**src/shared/pwrdn_map.svh**
```systemverilog
// constants of the power-down controller: register map, field positions, reset values
// assumes a 32-bit classic Wishbone slave port with byte-addressed words
// Overview of operation
// halt-wait with standby_select clear enters sleep; clock runs, cpu halts, state kept
// halt-wait with standby_select set enters standby; clock, cpu and peripherals halt
// cpu stops right after halt-wait completes; its registers stay unchanged
// in sleep the peripherals keep their clock and keep running
// an accepted interrupt ends sleep and starts interrupt exception processing
// interrupts at or below the mask level, or disabled at source, do not wake
// a dma or transfer unit address error ends sleep and starts its exception
// power_on_reset_n low gives a power-on reset that ends sleep
// manual_reset_n low with power_on_reset_n high gives a manual reset ending sleep
// standby ends only by power-on reset; nothing else wakes it
// writing standby_select to one is ignored while watchdog_run_enable is one
// writing port_float_select to one is ignored while watchdog_run_enable is one
// software stops the watchdog before setting standby_select or port_float_select
// port_float_select chooses held pins or high impedance ports in standby
// control register resets to 1F; standby_select bit 7, port_float_select bit 6
// bit 5 reads zero, bits 4 to 0 read one; software writes the same
// a power-on reset also returns the control register to its reset value
`ifndef PWRDN_MAP_SVH
`define PWRDN_MAP_SVH
`define PDC_OFFSET 32'hFFFF8614
`define PDC_WORD_ADDR 32'hFFFF8614
`define PDC_RESET 8'h1F
`define PDC_STBY_BIT 7
`define PDC_FLOAT_BIT 6
`define PDC_FIXED_ONES 8'h1F
`define PDC_RSVD_MASK 8'h3F
`define STAT_OFFSET 32'hFFFF8618
`define SYNC_DEPTH 3
`define PRIO_W 4
`endif

```
**src/shared/pwrdn_pkg.sv**
```systemverilog
// types of the power-down controller
// assumes pwrdn_map.svh for numeric constants
package pwrdn_pkg;
    typedef enum logic [2:0] {
        RUN_ST = 3'b001,
        SLEEP_ST = 3'b010,
        STANDBY_ST = 3'b100
    } mode_type;

    typedef struct packed {
        logic stby_sel;
        logic float_sel;
    } ctrl_type;

    typedef struct packed {
        logic run_n;
        logic cpu_halt;
        logic clk_stop;
        logic periph_stop;
        logic port_float;
        logic wake_irq;
        logic wake_addr_err;
        logic wake_reset;
    } pwr_out_type;
endpackage : pwrdn_pkg

```
**src/pin_sync.sv**
```systemverilog
// three-stage synchroniser for asynchronous pins; change counts when stages 2 and 3 agree
// assumes a single clock and synchronous active-high reset
module pin_sync
    import pwrdn_pkg::*;
#(
    parameter int WIDTH = 2,
    parameter logic [WIDTH-1:0] RESET_VAL = '1
) (
    input wire logic clk_i,
    input wire logic rst_i,
    input wire logic [WIDTH-1:0] async_i,
    output logic [WIDTH-1:0] sync_o
);
    // a zero-width bus would leave nothing to synchronise
    if (WIDTH < 1) begin : g_width_check
        $error("pin_sync width must be at least 1");
    end
    typedef struct packed {
        logic [WIDTH-1:0] s1;
        logic [WIDTH-1:0] s2;
        logic [WIDTH-1:0] s3;
        logic [WIDTH-1:0] level;
    } sync_state_type;

    sync_state_type state;
    sync_state_type next_state;

    // first stage feeds only the second
    always_comb begin
        next_state = state;
        next_state.s1 = async_i;
        next_state.s2 = state.s1;
        next_state.s3 = state.s2;
        for (int i = 0; i < WIDTH; i++) begin
            if (state.s2[i] == state.s3[i]) begin
                next_state.level[i] = state.s3[i];
            end
        end
    end

    always_ff @(posedge clk_i) begin
        if (rst_i) begin
            state <= {4{RESET_VAL}};
        end else begin
            state <= next_state;
        end
    end

    assign sync_o = state.level;
endmodule : pin_sync

```
**src/power_down_mode_control.sv**
```systemverilog
// power-down mode controller: sleep and standby entry, wake-up, control register
// assumes a cpu strobe for halt-wait completion, interrupt priorities from the controller,
// and a Wishbone master; reset pins are asynchronous and synchronised here
//
// Added by the designer: the Wishbone slave port.
`include "pwrdn_map.svh"
module power_down_mode_control
    import pwrdn_pkg::*;
#(
    parameter int PRIO_WIDTH = `PRIO_W
) (
    input wire logic clk_i,
    input wire logic rst_i,
    // classic Wishbone slave
    input wire logic cyc_i,
    input wire logic stb_i,
    input wire logic we_i,
    input wire logic [31:0] adr_i,
    input wire logic [3:0] sel_i,
    input wire logic [31:0] dat_i,
    output logic [31:0] dat_o,
    output logic ack_o,
    // cpu and system side
    input wire logic halt_wait_done_i,
    input wire logic watchdog_run_enable_i,
    input wire logic irq_pending_i,
    input wire logic irq_source_enabled_i,
    input wire logic [PRIO_WIDTH-1:0] irq_priority_i,
    input wire logic [PRIO_WIDTH-1:0] irq_mask_level_i,
    input wire logic dma_addr_err_i,
    input wire logic transfer_addr_err_i,
    input wire logic power_on_reset_n_i,
    input wire logic manual_reset_n_i,
    output logic cpu_halt_o,
    output logic clock_stop_o,
    output logic periph_stop_o,
    output logic port_float_o,
    output logic wake_irq_o,
    output logic wake_addr_err_o,
    output logic power_on_reset_o,
    output logic manual_reset_o,
    output logic [2:0] mode_o
);
    // elaboration check: the mask compare is only sized for small priority fields
    if (PRIO_WIDTH < 1 || PRIO_WIDTH > 8) begin : g_prio_check
        $error("priority width must be 1 to 8");
    end

    typedef struct packed {
        mode_type mode;
        ctrl_type ctrl;
        logic ack;
        logic [31:0] rdata;
        logic cpu_halt;
        logic clk_stop;
        logic periph_stop;
        logic port_float;
        logic wake_irq;
        logic wake_addr_err;
        logic por;
        logic manual_reset_n;
    } state_type;

    state_type state;
    state_type next_state;
    logic [1:0] pins_sync;
    logic por_active;
    logic manual_reset_n_active;
    logic irq_accept;
    logic hit_ctrl;
    logic hit_stat;
    logic wr_lane0;

    // reset pins arrive from outside the clock domain
    pin_sync #(
        .WIDTH(2),
        .RESET_VAL(2'h3)
    ) u_pin_sync (
        .clk_i(clk_i),
        .rst_i(rst_i),
        .async_i({power_on_reset_n_i, manual_reset_n_i}),
        .sync_o(pins_sync)
    );

    // reset decode: manual reset only counts with power-on reset released
    assign por_active = ~pins_sync[1];
    assign manual_reset_n_active = pins_sync[1] & ~pins_sync[0];
    // interrupt wakes only if enabled at source and above the mask level
    assign irq_accept = irq_pending_i & irq_source_enabled_i
        & (irq_priority_i > irq_mask_level_i);

    // word-aligned address decode; the low byte lane holds the 8-bit register
    function automatic logic addr_hit(input logic [31:0] adr, input logic [31:0] base);
        addr_hit = (adr[31:2] == base[31:2]);
    endfunction : addr_hit

    assign hit_ctrl = addr_hit(adr_i, `PDC_OFFSET);
    assign hit_stat = addr_hit(adr_i, `STAT_OFFSET);
    // ~ack keeps a request that is still held from writing a second time
    assign wr_lane0 = cyc_i & stb_i & we_i & ~state.ack & hit_ctrl & sel_i[0];

    // read view of the control register with fixed reserved bits
    function automatic logic [7:0] ctrl_view(input ctrl_type c);
        ctrl_view = `PDC_FIXED_ONES;
        ctrl_view[`PDC_STBY_BIT] = c.stby_sel;
        ctrl_view[`PDC_FLOAT_BIT] = c.float_sel;
    endfunction : ctrl_view

    // bus answer checks: one ack per request, fixed reserved bits, guarded writes
    bus_answer_a: assert property (@(posedge clk_i) disable iff (rst_i)
        (cyc_i && stb_i && !state.ack) |=> state.ack)
        else $error("bus request not answered");

    ack_pulse_a: assert property (@(posedge clk_i) disable iff (rst_i)
        state.ack |=> !state.ack)
        else $error("ack longer than one cycle");

    idle_ack_a: assert property (@(posedge clk_i) disable iff (rst_i)
        !(cyc_i && stb_i) |=> !state.ack)
        else $error("ack without request");

    reserved_read_a: assert property (@(posedge clk_i) disable iff (rst_i)
        (cyc_i && stb_i && !state.ack && hit_ctrl)
        |=> ((state.rdata[`PDC_STBY_BIT:0] & `PDC_RSVD_MASK) == `PDC_FIXED_ONES))
        else $error("reserved bits read wrong");

    upper_read_a: assert property (@(posedge clk_i) disable iff (rst_i)
        (cyc_i && stb_i && !state.ack && hit_ctrl)
        |=> state.rdata[31:`PDC_STBY_BIT+1] == '0)
        else $error("upper read bits not zero");

    clear_write_a: assert property (@(posedge clk_i) disable iff (rst_i)
        (wr_lane0 && !dat_i[`PDC_STBY_BIT] && !por_active) |=> !state.ctrl.stby_sel)
        else $error("standby_select clear lost");

    open_write_a: assert property (@(posedge clk_i) disable iff (rst_i)
        (wr_lane0 && dat_i[`PDC_STBY_BIT] && !watchdog_run_enable_i && !por_active)
        |=> state.ctrl.stby_sel)
        else $error("standby_select write lost");

    float_write_a: assert property (@(posedge clk_i) disable iff (rst_i)
        (wr_lane0 && dat_i[`PDC_FLOAT_BIT] && !watchdog_run_enable_i && !por_active)
        |=> state.ctrl.float_sel)
        else $error("port_float_select write lost");

    // next-state logic for mode machine, register file and bus answer
    always_comb begin
        next_state = state;
        next_state.ack = 1'b0;
        next_state.wake_irq = 1'b0;
        next_state.wake_addr_err = 1'b0;
        next_state.por = por_active;
        next_state.manual_reset_n = manual_reset_n_active;
        // bus: one wait state, ack for one cycle, unmapped reads give zero
        if (cyc_i && stb_i && !state.ack) begin
            next_state.ack = 1'b1;
            next_state.rdata = 32'h0000_0000;
            if (hit_ctrl) begin
                next_state.rdata = {24'h000000, ctrl_view(state.ctrl)};
            end else if (hit_stat) begin
                next_state.rdata = {29'h0000_0000, state.mode};
            end
        end
        // writes to one are held off while the watchdog runs; clearing always works
        if (wr_lane0) begin
            if (!dat_i[`PDC_STBY_BIT] || !watchdog_run_enable_i) begin
                next_state.ctrl.stby_sel = dat_i[`PDC_STBY_BIT];
            end
            if (!dat_i[`PDC_FLOAT_BIT] || !watchdog_run_enable_i) begin
                next_state.ctrl.float_sel = dat_i[`PDC_FLOAT_BIT];
            end
        end
        unique case (state.mode)
            RUN_ST: begin
                // a reset pin in flight beats the halt strobe, so the cpu is never stranded
                if (halt_wait_done_i && !por_active && !manual_reset_n_active) begin
                    next_state.cpu_halt = 1'b1;
                    if (state.ctrl.stby_sel) begin
                        next_state.mode = STANDBY_ST;
                        next_state.clk_stop = 1'b1;
                        next_state.periph_stop = 1'b1;
                        next_state.port_float = state.ctrl.float_sel;
                    end else begin
                        next_state.mode = SLEEP_ST;
                    end
                end
            end
            SLEEP_ST: begin
                // priority: reset over address error over interrupt
                if (por_active || manual_reset_n_active) begin
                    next_state.mode = RUN_ST;
                    next_state.cpu_halt = 1'b0;
                end else if (dma_addr_err_i || transfer_addr_err_i) begin
                    next_state.mode = RUN_ST;
                    next_state.cpu_halt = 1'b0;
                    next_state.wake_addr_err = 1'b1;
                end else if (irq_accept) begin
                    next_state.mode = RUN_ST;
                    next_state.cpu_halt = 1'b0;
                    next_state.wake_irq = 1'b1;
                end
            end
            STANDBY_ST: begin
                // only power-on reset wakes; everything else is ignored here
                if (por_active) begin
                    next_state.mode = RUN_ST;
                    next_state.cpu_halt = 1'b0;
                    next_state.clk_stop = 1'b0;
                    next_state.periph_stop = 1'b0;
                    next_state.port_float = 1'b0;
                end
            end
            default: begin
                next_state.mode = RUN_ST;
            end
        endcase
        // power-on reset restores the register to its reset value;
        // it stands last so the clear beats a write in the same cycle
        if (por_active) begin
            next_state.ctrl = '0;
        end
    end

    always_ff @(posedge clk_i) begin
        if (rst_i) begin
            // all outputs low except mode_o, which shows the machine back in run
            state <= '0;
            state.mode <= RUN_ST;
        end else begin
            state <= next_state;
        end
    end

    // every output is a register field, no logic after the flops
    assign dat_o = state.rdata;
    assign ack_o = state.ack;
    assign cpu_halt_o = state.cpu_halt;
    assign clock_stop_o = state.clk_stop;
    assign periph_stop_o = state.periph_stop;
    assign port_float_o = state.port_float;
    assign wake_irq_o = state.wake_irq;
    assign wake_addr_err_o = state.wake_addr_err;
    assign power_on_reset_o = state.por;
    assign manual_reset_o = state.manual_reset_n;
    assign mode_o = state.mode;

    // checks beside the logic they guard
    sleep_entry_a: assert property (@(posedge clk_i) disable iff (rst_i)
        (state.mode == RUN_ST && halt_wait_done_i && !state.ctrl.stby_sel
         && pins_sync == 2'b11) |=> (state.mode == SLEEP_ST && !state.clk_stop))
        else $error("sleep not entered");
    standby_entry_a: assert property (@(posedge clk_i) disable iff (rst_i)
        (state.mode == RUN_ST && halt_wait_done_i && state.ctrl.stby_sel
         && pins_sync == 2'b11) |=> (state.clk_stop && state.periph_stop && state.cpu_halt))
        else $error("standby not entered");
    cpu_halt_a: assert property (@(posedge clk_i) disable iff (rst_i)
        (state.mode != RUN_ST) |-> state.cpu_halt)
        else $error("cpu runs in power-down");
    sleep_periph_a: assert property (@(posedge clk_i) disable iff (rst_i)
        (state.mode == SLEEP_ST) |-> !state.periph_stop)
        else $error("peripherals stopped in sleep");
    irq_wake_a: assert property (@(posedge clk_i) disable iff (rst_i)
        (state.mode == SLEEP_ST && irq_accept && pins_sync == 2'b11
         && !dma_addr_err_i && !transfer_addr_err_i) |=> (state.mode == RUN_ST && state.wake_irq))
        else $error("interrupt did not wake");
    masked_irq_a: assert property (@(posedge clk_i) disable iff (rst_i)
        (state.mode == SLEEP_ST && irq_priority_i <= irq_mask_level_i && pins_sync == 2'b11
         && !dma_addr_err_i && !transfer_addr_err_i) |=> state.mode == SLEEP_ST)
        else $error("masked interrupt woke");
    addr_err_wake_a: assert property (@(posedge clk_i) disable iff (rst_i)
        (state.mode == SLEEP_ST && (dma_addr_err_i || transfer_addr_err_i)
         && pins_sync == 2'b11) |=> state.wake_addr_err)
        else $error("address error did not wake");
    standby_hold_a: assert property (@(posedge clk_i) disable iff (rst_i)
        (state.mode == STANDBY_ST && pins_sync[1]) |=> state.mode == STANDBY_ST)
        else $error("standby left without power-on reset");
    guard_write_a: assert property (@(posedge clk_i) disable iff (rst_i)
        (wr_lane0 && watchdog_run_enable_i && !state.ctrl.stby_sel && pins_sync[1])
        |=> !state.ctrl.stby_sel)
        else $error("standby_select set while watchdog runs");
    float_guard_a: assert property (@(posedge clk_i) disable iff (rst_i)
        (wr_lane0 && watchdog_run_enable_i && !state.ctrl.float_sel && pins_sync[1])
        |=> !state.ctrl.float_sel)
        else $error("port_float_select set while watchdog runs");
    por_clear_a: assert property (@(posedge clk_i) disable iff (rst_i)
        por_active |=> (state.ctrl == '0 && state.mode == RUN_ST))
        else $error("power-on reset did not clear");

    // outputs that follow the mode one for one; port_float also follows float_sel on standby entry
    run_clock_a: assert property (@(posedge clk_i) disable iff (rst_i)
        (state.mode != STANDBY_ST) |-> (!state.clk_stop && !state.periph_stop))
        else $error("clock stopped outside standby");

    standby_stop_a: assert property (@(posedge clk_i) disable iff (rst_i)
        (state.mode == STANDBY_ST) |-> (state.clk_stop && state.periph_stop && state.cpu_halt))
        else $error("standby without full stop");

    run_cpu_a: assert property (@(posedge clk_i) disable iff (rst_i)
        (state.mode == RUN_ST) |-> !state.cpu_halt)
        else $error("cpu halted in run");

    float_entry_a: assert property (@(posedge clk_i) disable iff (rst_i)
        (state.mode == RUN_ST && halt_wait_done_i && state.ctrl.stby_sel
         && state.ctrl.float_sel && pins_sync == 2'b11) |=> state.port_float)
        else $error("ports not floated in standby");

    hold_entry_a: assert property (@(posedge clk_i) disable iff (rst_i)
        (state.mode == RUN_ST && halt_wait_done_i && state.ctrl.stby_sel
         && !state.ctrl.float_sel && pins_sync == 2'b11) |=> !state.port_float)
        else $error("ports floated although held");

    float_only_a: assert property (@(posedge clk_i) disable iff (rst_i)
        (state.mode != STANDBY_ST) |-> !state.port_float)
        else $error("ports floated outside standby");

    // wake and reset decode
    irq_block_a: assert property (@(posedge clk_i) disable iff (rst_i)
        (state.mode == SLEEP_ST && !irq_source_enabled_i && pins_sync == 2'b11
         && !dma_addr_err_i && !transfer_addr_err_i) |=> state.mode == SLEEP_ST)
        else $error("source-disabled interrupt woke");

    sleep_por_a: assert property (@(posedge clk_i) disable iff (rst_i)
        (state.mode == SLEEP_ST && por_active) |=> (state.mode == RUN_ST && !state.cpu_halt))
        else $error("power-on reset did not end sleep");

    sleep_manual_reset_n_a: assert property (@(posedge clk_i) disable iff (rst_i)
        (state.mode == SLEEP_ST && manual_reset_n_active) |=> (state.mode == RUN_ST && !state.cpu_halt))
        else $error("manual reset did not end sleep");

    standby_por_a: assert property (@(posedge clk_i) disable iff (rst_i)
        (state.mode == STANDBY_ST && por_active)
        |=> (state.mode == RUN_ST && !state.clk_stop && !state.port_float))
        else $error("power-on reset did not end standby");

    standby_manual_reset_n_a: assert property (@(posedge clk_i) disable iff (rst_i)
        (state.mode == STANDBY_ST && manual_reset_n_active) |=> state.mode == STANDBY_ST)
        else $error("manual reset ended standby");

    irq_pulse_a: assert property (@(posedge clk_i) disable iff (rst_i)
        state.wake_irq |=> !state.wake_irq)
        else $error("interrupt wake longer than one cycle");

    err_pulse_a: assert property (@(posedge clk_i) disable iff (rst_i)
        state.wake_addr_err |=> !state.wake_addr_err)
        else $error("address error wake longer than one cycle");

    manual_reset_n_decode_a: assert property (@(posedge clk_i) disable iff (rst_i)
        !pins_sync[1] |=> !state.manual_reset_n)
        else $error("manual reset during power-on reset");

    reset_entry_a: assert property (@(posedge clk_i) disable iff (rst_i)
        (state.mode == RUN_ST && (por_active || manual_reset_n_active)) |=> state.mode == RUN_ST)
        else $error("power-down entered during reset");
endmodule : power_down_mode_control

```
**config.mk**
```make
export PLATFORM = sky130hd
export DESIGN_NAME = power_down_mode_control
export DESIGN_NICKNAME = d
export VERILOG_FILES = /design/src/shared/pwrdn_pkg.sv /design/src/pin_sync.sv /design/src/power_down_mode_control.sv
export VERILOG_INCLUDE_DIRS = /design/src /design/src/shared
export SDC_FILE = /design/constraint.sdc
export NUM_CORES = 1
export LEC_CHECK = 0
export BUFFER_PORTS_ARGS = -buffer_cell sky130_fd_sc_hd__buf_2
export CAP_MARGIN = 20
export CORE_UTILIZATION = 37
export DETAILED_ROUTE_END_ITERATION = 8
export PLACE_DENSITY = 0.8
export SYNTH_ARGS = -nofsm -noshare
export SYNTH_HDL_FRONTEND = slang
export SYNTH_SLANG_ARGS = --single-unit
```
**constraint.sdc**
```tcl
create_clock -name clk_i -period 2.7 [get_ports clk_i]
set_input_delay 0.405 -clock clk_i [delete_from_list [all_inputs] [get_ports clk_i]]
set_output_delay 0.405 -clock clk_i [all_outputs]
set_load 0.02 [all_outputs]
```
# After elaboration in Yosys (flattened, before gate mapping)
# Cells that the tools add are included.
# W data, S select, Z words.
[word_totals] register_bits=54 in_bits=89 output_inout_bits=44 elab_cells=85
[op_classes] order_cmp=1 n_eq_ne=11 n_mux=20 bitwise=12 n_reduce_logical=23
[op_table] operator="$eq A30 B30 Y1 const B" n=2
[op_table] operator="$mux W33" n=1
[op_table] operator="$mux W3" n=8
[op_table] operator="$pmux W3 S3" n=1
[op_table] operator="$and A1 B1 Y1" n=8
[op_table] operator="$mux W4" n=2
[op_table] operator="$mux W8" n=1
[op_table] operator="$reduce_and A4 Y1" n=2
[op_table] operator="$ne A2 B2 Y1 const B" n=3
[op_table] operator="$pmux W3 S2" n=1
[op_table] operator="$logic_not A1 Y1" n=5
[op_table] operator="$mux W1" n=5
[op_table] operator="$gt A4 B4 Y1" n=1
[op_table] operator="$logic_and A1 B1 Y1" n=4
[op_table] operator="$logic_or A1 B1 Y1" n=4
[op_table] operator="$ne A4 B4 Y1 const B" n=1
[op_table] operator="$not A1 Y1" n=4
[op_table] operator="$reduce_and A2 Y1" n=2
[op_table] operator="$reduce_or A4 Y1" n=1
[op_table] operator="$eq A3 B1 Y1 const B" n=1
[op_table] operator="$eq A3 B2 Y1 const B" n=1
[op_table] operator="$eq A3 B3 Y1 const B" n=1
[op_table] operator="$pmux W1 S3" n=1
[op_table] operator="$reduce_and A3 Y1" n=1
[op_table] operator="other kinds (5)" n=6

# Longest topological paths before layout
# Gate-level depths: netlist of run 1.
[logic_depth] word_depth=6 ltp_mapped=7 depth_no_buf=7

# By module
# A second synthesis of run 1 with hierarchy kept.
[hier_totals] cells_unflattened=170 hier_area_um2=1545.2
[modules_own_cells] module="power_down_mode_control" n_inst=1 cells_each=148 area_per_inst_um2=1300.0 seq_area_each_um2=380.4
[modules_own_cells] module="pin_sync" n_inst=1 cells_each=22 area_per_inst_um2=245.2 seq_area_each_um2=160.2

# Worst setup path before layout of run 1
# Ideal clock, no wire load.
[synth_path] path_type="reg2reg" from="reg state (netlist bit ack_o)" to="reg state[42] (netlist bit)" setup_time_ns=0.058 arrival_time_ns=1.993 t_required_ns=2.642 slack_ns=0.648 stages_incl_launch_ff=6 n_path_buf=0 period_less_slack_ns=2.052 cell_sequence="dfxtp_1 nand3b_4 or4_4 or4_4 nor3_2 o221a_2"
[synth_between] elab_chain_cells=5
[synth_lines] item="from (decl)" line="power_down_mode_control.sv:64" text="state_type state;"
[synth_lines] item="from (signal assigned)" line="power_down_mode_control.sv:230" text="state <= next_state;"
[synth_lines] item="$not A1 Y1" line="power_down_mode_control.sv:100" text="assign wr_lane0 = cyc_i & stb_i & we_i & ~state.ack & hit_ctrl & sel_i[0];"
[synth_lines] item="$and A1 B1 Y1 (3 in series)" line="power_down_mode_control.sv:100"
[synth_lines] item="$reduce_and A2 Y1 (no line)"
# No other way between the ends.
# A chain may end at the register's enable or synchronous reset.

# Worst setup path after layout of run 1
[layout_path] from="reg state (netlist bit ack_o)" to="reg state[41] (netlist bit)"
# Same word-level chain as after synthesis.

==> results of run 1 <==
cell families (layout without fill, tap and decap cells):
logic type               Yosys count  count (layout)
adder cells (fa/ha/maj)            4               4
other                              1              25
AND/OR/NAND/NOR                   59              59
AO/OA/AOI/OAI                     28              28
flip-flops                        27              27
buffers and inverters             44              83
final cells by class:
| type | count | area, um^2 |
|---|---|---|
| sequential | 27 | 541 |
| clock buffer | 4 | 45.0 |
| fill | 394 | 1990 |
| multi-input combinational | 116 | 717 |
| inverter | 6 | 22.5 |
| tap | 48 | 60.1 |
| timing repair buffer | 73 | 368 |
per-layer routing:
layer | vias up | routed length [um] | GRT usage
met5 | - | 0 | 0
met4 | 0 | 36 | 0.0556
met3 | 5 | 200 | 0.0405
met2 | 54 | 1370 | 0.229
met1 | 574 | 1160 | 0.137
li1 | 643 | - | -
flip-flops by register name (all words and copies together), names as in the netlist:
name                   cells
mode_o                     3
u_pin_sync.state           2
ack_o                      1
state                      2
wake_irq_o                 1
u_pin_sync.next_state      4
power_on_reset_o           1
manual_reset_o             1
u_pin_sync.sync_o          2
dat_o                      6
wake_addr_err_o            1
clock_stop_o               1
port_float_o               1
cpu_halt_o                 1
power by group through the flow:
stage | Clock [mW] | Sequential (mW) | Combinational (mW)
final | 0.218 | 0.426 | 0.157
after global routing | 0.244 | 0.428 | 0.173
after CTS | 0.225 | 0.425 | 0.159
after detailed placement | 0 | 0.435 | 0.158
after global placement | 0 | 0.434 | 0.154
after floorplan | 0 | 0.437 | 0.128
worst register-to-register path, stage by stage (launching register included):
cell	delay, ns
dfxtp_1	0.32
nand3b_4	0.20
or4_4	0.59
or4_4	0.51
nor3_2	0.21
o221a_2	0.22
synthesized netlist by cell type (all sizes together) (3+ instances only):
master  count  area share
nand2       4       0.010
nor2b       3       0.013
nand4       6       0.026
nor4b       3       0.018
dfxtp      27        0.37
a221oi      3       0.018
nor2       16       0.041
nand3       4       0.014
a21oi      10       0.034
inv         6       0.015
buf        36        0.18
or2         8       0.034
ha          4       0.034
how the worst max path moves through the flow:
stage | slack, ns | cells past startpoint | end | startpoint
final | 0.61 | 5 | state[41] | ack_o
after global routing | 0.55 | 5 | state[42] | ack_o
after CTS | 0.60 | 5 | state[41] | ack_o
after detailed placement | 0.49 | 6 | state[41] | stb_i
after global placement | 0.51 | 6 | state[42] | stb_i
after floorplan | 0.65 | 5 | state[42] | ack_o
per-stage QoR:
stage          utilization  instance area (um^2)
5_1_grt              0.468                  1750
6_report             0.468                  1750
4_1_cts              0.468                  1750
2_1_floorplan            -                  1560
3_3_place_gp         0.456                  1710
3_5_place_dp         0.456                  1710
==> impl_metrics.env, run 1 <==
export IMPL_die_height_um=65.0
export IMPL_synth_edff_count=0
export IMPL_instances_no_fill=274
export IMPL_antenna_found_initial=0
export IMPL_finClkSkew_ns=0.00141
export IMPL_cts_buffers=3
export IMPL_regToRegStartpoint="ack_o"
export IMPL_period_needed_ns=2.09
export IMPL_layout_commonest_cell="buf_2"
export IMPL_synthMuxAreaShare=0
export IMPL_cts_htree_levels=1
export IMPL_insertion_delay_ns=0.26
export IMPL_worst_hold_slack_ns=0.317
export IMPL_routedWlPerCell_um=10.1
export IMPL_slew_violations=0
export IMPL_grt_start_max_net_pins=26
export IMPL_drv_cap=0
export IMPL_die_area_um2=4220
export IMPL_hpwlAfterDp_mm=2.24
export IMPL_pre_cts_ws_ns=0.486
export IMPL_grt_ovfl_total=0
export IMPL_rows=22
export IMPL_cts_resized=0
export IMPL_synth_simple_area_share=0.257
export IMPL_grt_setup_unrepaired="false"
export IMPL_synthXorXnorAreaFrac=0
export IMPL_worst_slack_ns=0.614
export IMPL_yosys_warnings=0
export IMPL_holdPathEnd="u_pin_sync.next_state[5]"
export IMPL_clockPowerShare=0.272
export IMPL_critPathLaunchType="flop"
export IMPL_combPwrFrac=0.196
export IMPL_cp_arrival_ns=2.30
export IMPL_cts_buffer_depth=2
export IMPL_postSynth_asyncResetShare=0
export IMPL_gp_congestion=0.774
export IMPL_worstSetupPathType="reg -> reg"
export IMPL_power_uw=801
export IMPL_nets=320
export IMPL_min_path_type="in -> reg"
export IMPL_dr_pass1_iters=4
export IMPL_synth_fa_ha_area_frac=0.0341
export IMPL_avgSynthCellArea_um2=9.00
export IMPL_max_freq_mhz=479
export IMPL_cpMaxStageDelayCell="or4_4"
export IMPL_crit_top_cell="or4_4"
export IMPL_holdBufCountCts=0
export IMPL_track_usage=0.129
export IMPL_drt_vias_per_instance=4.66
export IMPL_antenna_diode_count=0
export IMPL_setup_viol=0
export IMPL_slew_headroom=0.635
export IMPL_start_util=0.392
export IMPL_cts_sinks=27
export IMPL_cp_top_family="simple AND/OR/NAND/NOR gates"
export IMPL_rr_endpoint="state[41]"
export IMPL_tightestPinTransition_ns=0.540
export IMPL_die_w_um=65.0
export IMPL_synthDistinctLibCells=38
export IMPL_yosys_most_used_dff="dfxtp_1"
export IMPL_switchingPower_uw=221
export IMPL_cts_root_buf="clkbuf_8"
export IMPL_grt_pass1_vias=1055
export IMPL_cts_tree="built"
export IMPL_final_cell_mix="buf_2 (72), dfxtp_1 (27), conb_1 (25), nor2_1 (16), a21oi_1 (10)"
export IMPL_min_path_cells=2
export IMPL_rr_worst_depth=5
export IMPL_ys_ff_latch=27
export IMPL_ys_seq_area_frac=0.368
export IMPL_grt_pass1_wl_mm=4.23
export IMPL_power_density_nw_per_um2=457
export IMPL_syn_cell_area_um2=1470
export IMPL_core_area_um2=3740
export IMPL_leakagePower_nw=0.875
export IMPL_antenna_left=0
export IMPL_route_detailed_drc=0
export IMPL_power_share_sequential=0.531
export IMPL_dp_cells=270
export IMPL_cts_setup_buffers=0
export IMPL_r2r_slack_ns=0.61
export IMPL_port_buffers=72
export IMPL_synthToLayoutAreaGrowth_pct=19.4
export IMPL_max_stage_delay_ns=0.58
export IMPL_switching_share=0.276
export IMPL_synth_cells=163
export IMPL_hold_path_startpoint="power_on_reset_n_i"
export IMPL_intPower_uw=580
export IMPL_clk_pin_slew_worst_paths_ns=0.08
export IMPL_routed_wl_mm=2.77
export IMPL_fin_tns_setup_ns=0
export IMPL_ios=133
export IMPL_synth_compound_area_frac=0.134
export IMPL_drive_gt1_frac=0.407
export IMPL_status="finished, final reports clean"
export IMPL_endpoint_kind="flop"
export IMPL_synth_top_family_by_area="simple AND/OR/NAND/NOR gates"
export IMPL_vias=1276
export IMPL_hold_viol_final=0
export IMPL_crit_buf_inv=0
export IMPL_crit_required_ns=2.92
export IMPL_vdd_drop_max_v=0.000252
export IMPL_cp_cell_sequence="nand3b_4 > or4_4 > or4_4 > nor3_2 > o221a_2"
export IMPL_drtIter0Drc=52
export IMPL_worstPathMaxFanout=8
export IMPL_period_share=0.772
Note: power is estimated with default switching activity, not from simulation.
==> inputs of run 2 (changes only) <==
--- a/config.mk
+++ b/config.mk
@@ -8,9 +8,9 @@
 export LEC_CHECK = 0
 export BUFFER_PORTS_ARGS = -buffer_cell sky130_fd_sc_hd__buf_2
 export CAP_MARGIN = 20
-export CORE_UTILIZATION = 37
+export CORE_UTILIZATION = 34
 export DETAILED_ROUTE_END_ITERATION = 8
-export PLACE_DENSITY = 0.8
+export PLACE_DENSITY = 0.77
 export SYNTH_ARGS = -nofsm -noshare
 export SYNTH_HDL_FRONTEND = slang
 export SYNTH_SLANG_ARGS = --single-unit
==> constraint.sdc (replaced) <==
create_clock -name clk_i -period 1.75 [get_ports clk_i]
set_input_delay 0.2625 -clock clk_i [delete_from_list [all_inputs] [get_ports clk_i]]
set_output_delay 0.2625 -clock clk_i [all_outputs]
set_load 0.02 [all_outputs]
==> impl_metrics.env, run 2 (synthesized netlist as in run 1, its figures left out) <==
export IMPL_power_share_sequential=0.504
export IMPL_cp_arrival_ns=2.02
export IMPL_slew_violations=0
export IMPL_status="finished, violations left"
export IMPL_worstSetupPathType="reg -> reg"
export IMPL_cts_buffers=3
export IMPL_layout_commonest_cell="buf_2"
export IMPL_synthToLayoutAreaGrowth_pct=28.6
export IMPL_grt_start_max_net_pins=26
export IMPL_combPwrFrac=0.216
export IMPL_core_area_um2=4090
export IMPL_final_cell_mix="buf_2 (72), conb_1 (25), dfxtp_1 (24), nor2_1 (16), buf_4 (14)"
export IMPL_drtIter0Drc=42
export IMPL_worstPathMaxFanout=2
export IMPL_rr_worst_depth=5
export IMPL_drive_gt1_frac=0.464
export IMPL_power_density_nw_per_um2=682
export IMPL_antenna_left=0
export IMPL_die_w_um=67.7
export IMPL_clockPowerShare=0.280
export IMPL_setup_viol=2
export IMPL_crit_required_ns=1.97
export IMPL_die_height_um=67.7
export IMPL_start_util=0.359
export IMPL_largest_register_ffs=6
export IMPL_endpoint_kind="flop"
export IMPL_worst_slack_ns=-0.0519
export IMPL_grt_ovfl_total=0
export IMPL_fin_tns_setup_ns=-0.0986
export IMPL_vdd_drop_max_v=0.000348
export IMPL_cts_htree_levels=1
export IMPL_period_needed_ns=1.80
export IMPL_die_area_um2=4580
export IMPL_vias=1313
export IMPL_antenna_diode_count=0
export IMPL_routedWlPerCell_um=10.3
export IMPL_period_share=1.03
export IMPL_drv_cap=0
export IMPL_insertion_delay_ns=0.28
export IMPL_cts_tree="built"
export IMPL_violations="setup timing"
export IMPL_routed_wl_mm=2.98
export IMPL_grt_setup_unrepaired="true"
export IMPL_regToRegStartpoint="ack_o"
export IMPL_grt_pass1_wl_mm=4.53
export IMPL_cts_sinks=27
export IMPL_holdPathEnd="u_pin_sync.next_state[5]"
export IMPL_rr_endpoint="state[41]"
export IMPL_dr_pass1_iters=3
export IMPL_holdBufCountCts=0
export IMPL_multi_input_area_um2=743
export IMPL_regArea_um2=544
export IMPL_track_usage=0.134
export IMPL_rows=23
export IMPL_drt_vias_per_instance=4.54
export IMPL_ios=133
export IMPL_min_path_cells=2
export IMPL_route_detailed_drc=0
export IMPL_gp_congestion=0.781
export IMPL_hold_path_startpoint="power_on_reset_n_i"
export IMPL_max_freq_mhz=555
export IMPL_grt_pass1_vias=1135
export IMPL_antenna_found_initial=0
export IMPL_clk_pin_slew_worst_paths_ns=0.10
export IMPL_intPower_uw=915
export IMPL_power_mw=1.29
export IMPL_worst_hold_slack_ns=0.155
export IMPL_fill_cells=422
export IMPL_critPathLaunchType="flop"
export IMPL_hpwlAfterDp_mm=2.37
export IMPL_r2r_slack_ns=-0.05
export IMPL_finClkSkew_ns=0.00935
export IMPL_cts_root_buf="clkbuf_8"
export IMPL_min_path_type="in -> reg"
export IMPL_port_buffers=72
export IMPL_hold_viol_final=0
export IMPL_cts_buffer_depth=2
export IMPL_switching_share=0.288
export IMPL_nets=333
export IMPL_switchingPower_uw=371
export IMPL_leakagePower_nw=0.952
==> run 2: layout make-up <==
type	instances	area share
inverter	6	0.0119
clock inverter	1	0.00398
multi-input combinational	116	0.394
clock buffer	3	0.0219
tap	50	0.0332
sequential	27	0.288
timing repair buffer	86	0.247
==> run 2: timing repair <==
item                       4_1_cts  5_1_grt
pin swaps                        2        5
gates resized for setup          1        5
setup endpoints to repair        2        9
setup buffers                    0        0
==> run 2: worst max-delay path, stage by stage, from the launching register on <==
cell	delay, ns
dfxtp_2	0.32
nand3b_4	0.14
or4_4	0.42
or4_4	0.47
nor3_4	0.19
o221a_2	0.21
==> run 2: per-layer routing <==
layer  vias up  GRT usage  wire length (um)
met1       577      0.137              1210
li1        669          -                 -
met3         4     0.0389               279
met5         -          0                 0
met2        63      0.246              1440
met4         0     0.0638                48
==> run 2: worst max-delay path by stage <==
| stage | start | end |
|---|---|---|
| floorplan | ack_o | state[42] |
| global placement | adr_i[27] | state[42] |
| detailed placement | adr_i[27] | state[41] |
| CTS | ack_o | state[41] |
| global route | ack_o | state[41] |
| finish | ack_o | state[41] |
==> run 2: per-stage QoR <==
stage	utilization	cell area [um^2]	instances	setup WS (ns)
finish	0.462	1890	289	-0.0519
floorplan	-	1560	187	-0.169
CTS	0.456	1860	289	-0.123
detailed placement	0.443	1810	285	-0.232
global placement	0.443	1810	285	-0.208
global route	0.462	1890	289	-0.101
==> run 2: power groups by stage <==
stage,Sequential (mW),Combinational (mW),Clock (mW)
finish,0.648,0.278,0.360
global route,0.651,0.309,0.403
detailed placement,0.661,0.276,0
global placement,0.661,0.272,0
CTS,0.647,0.277,0.376
floorplan,0.674,0.198,0
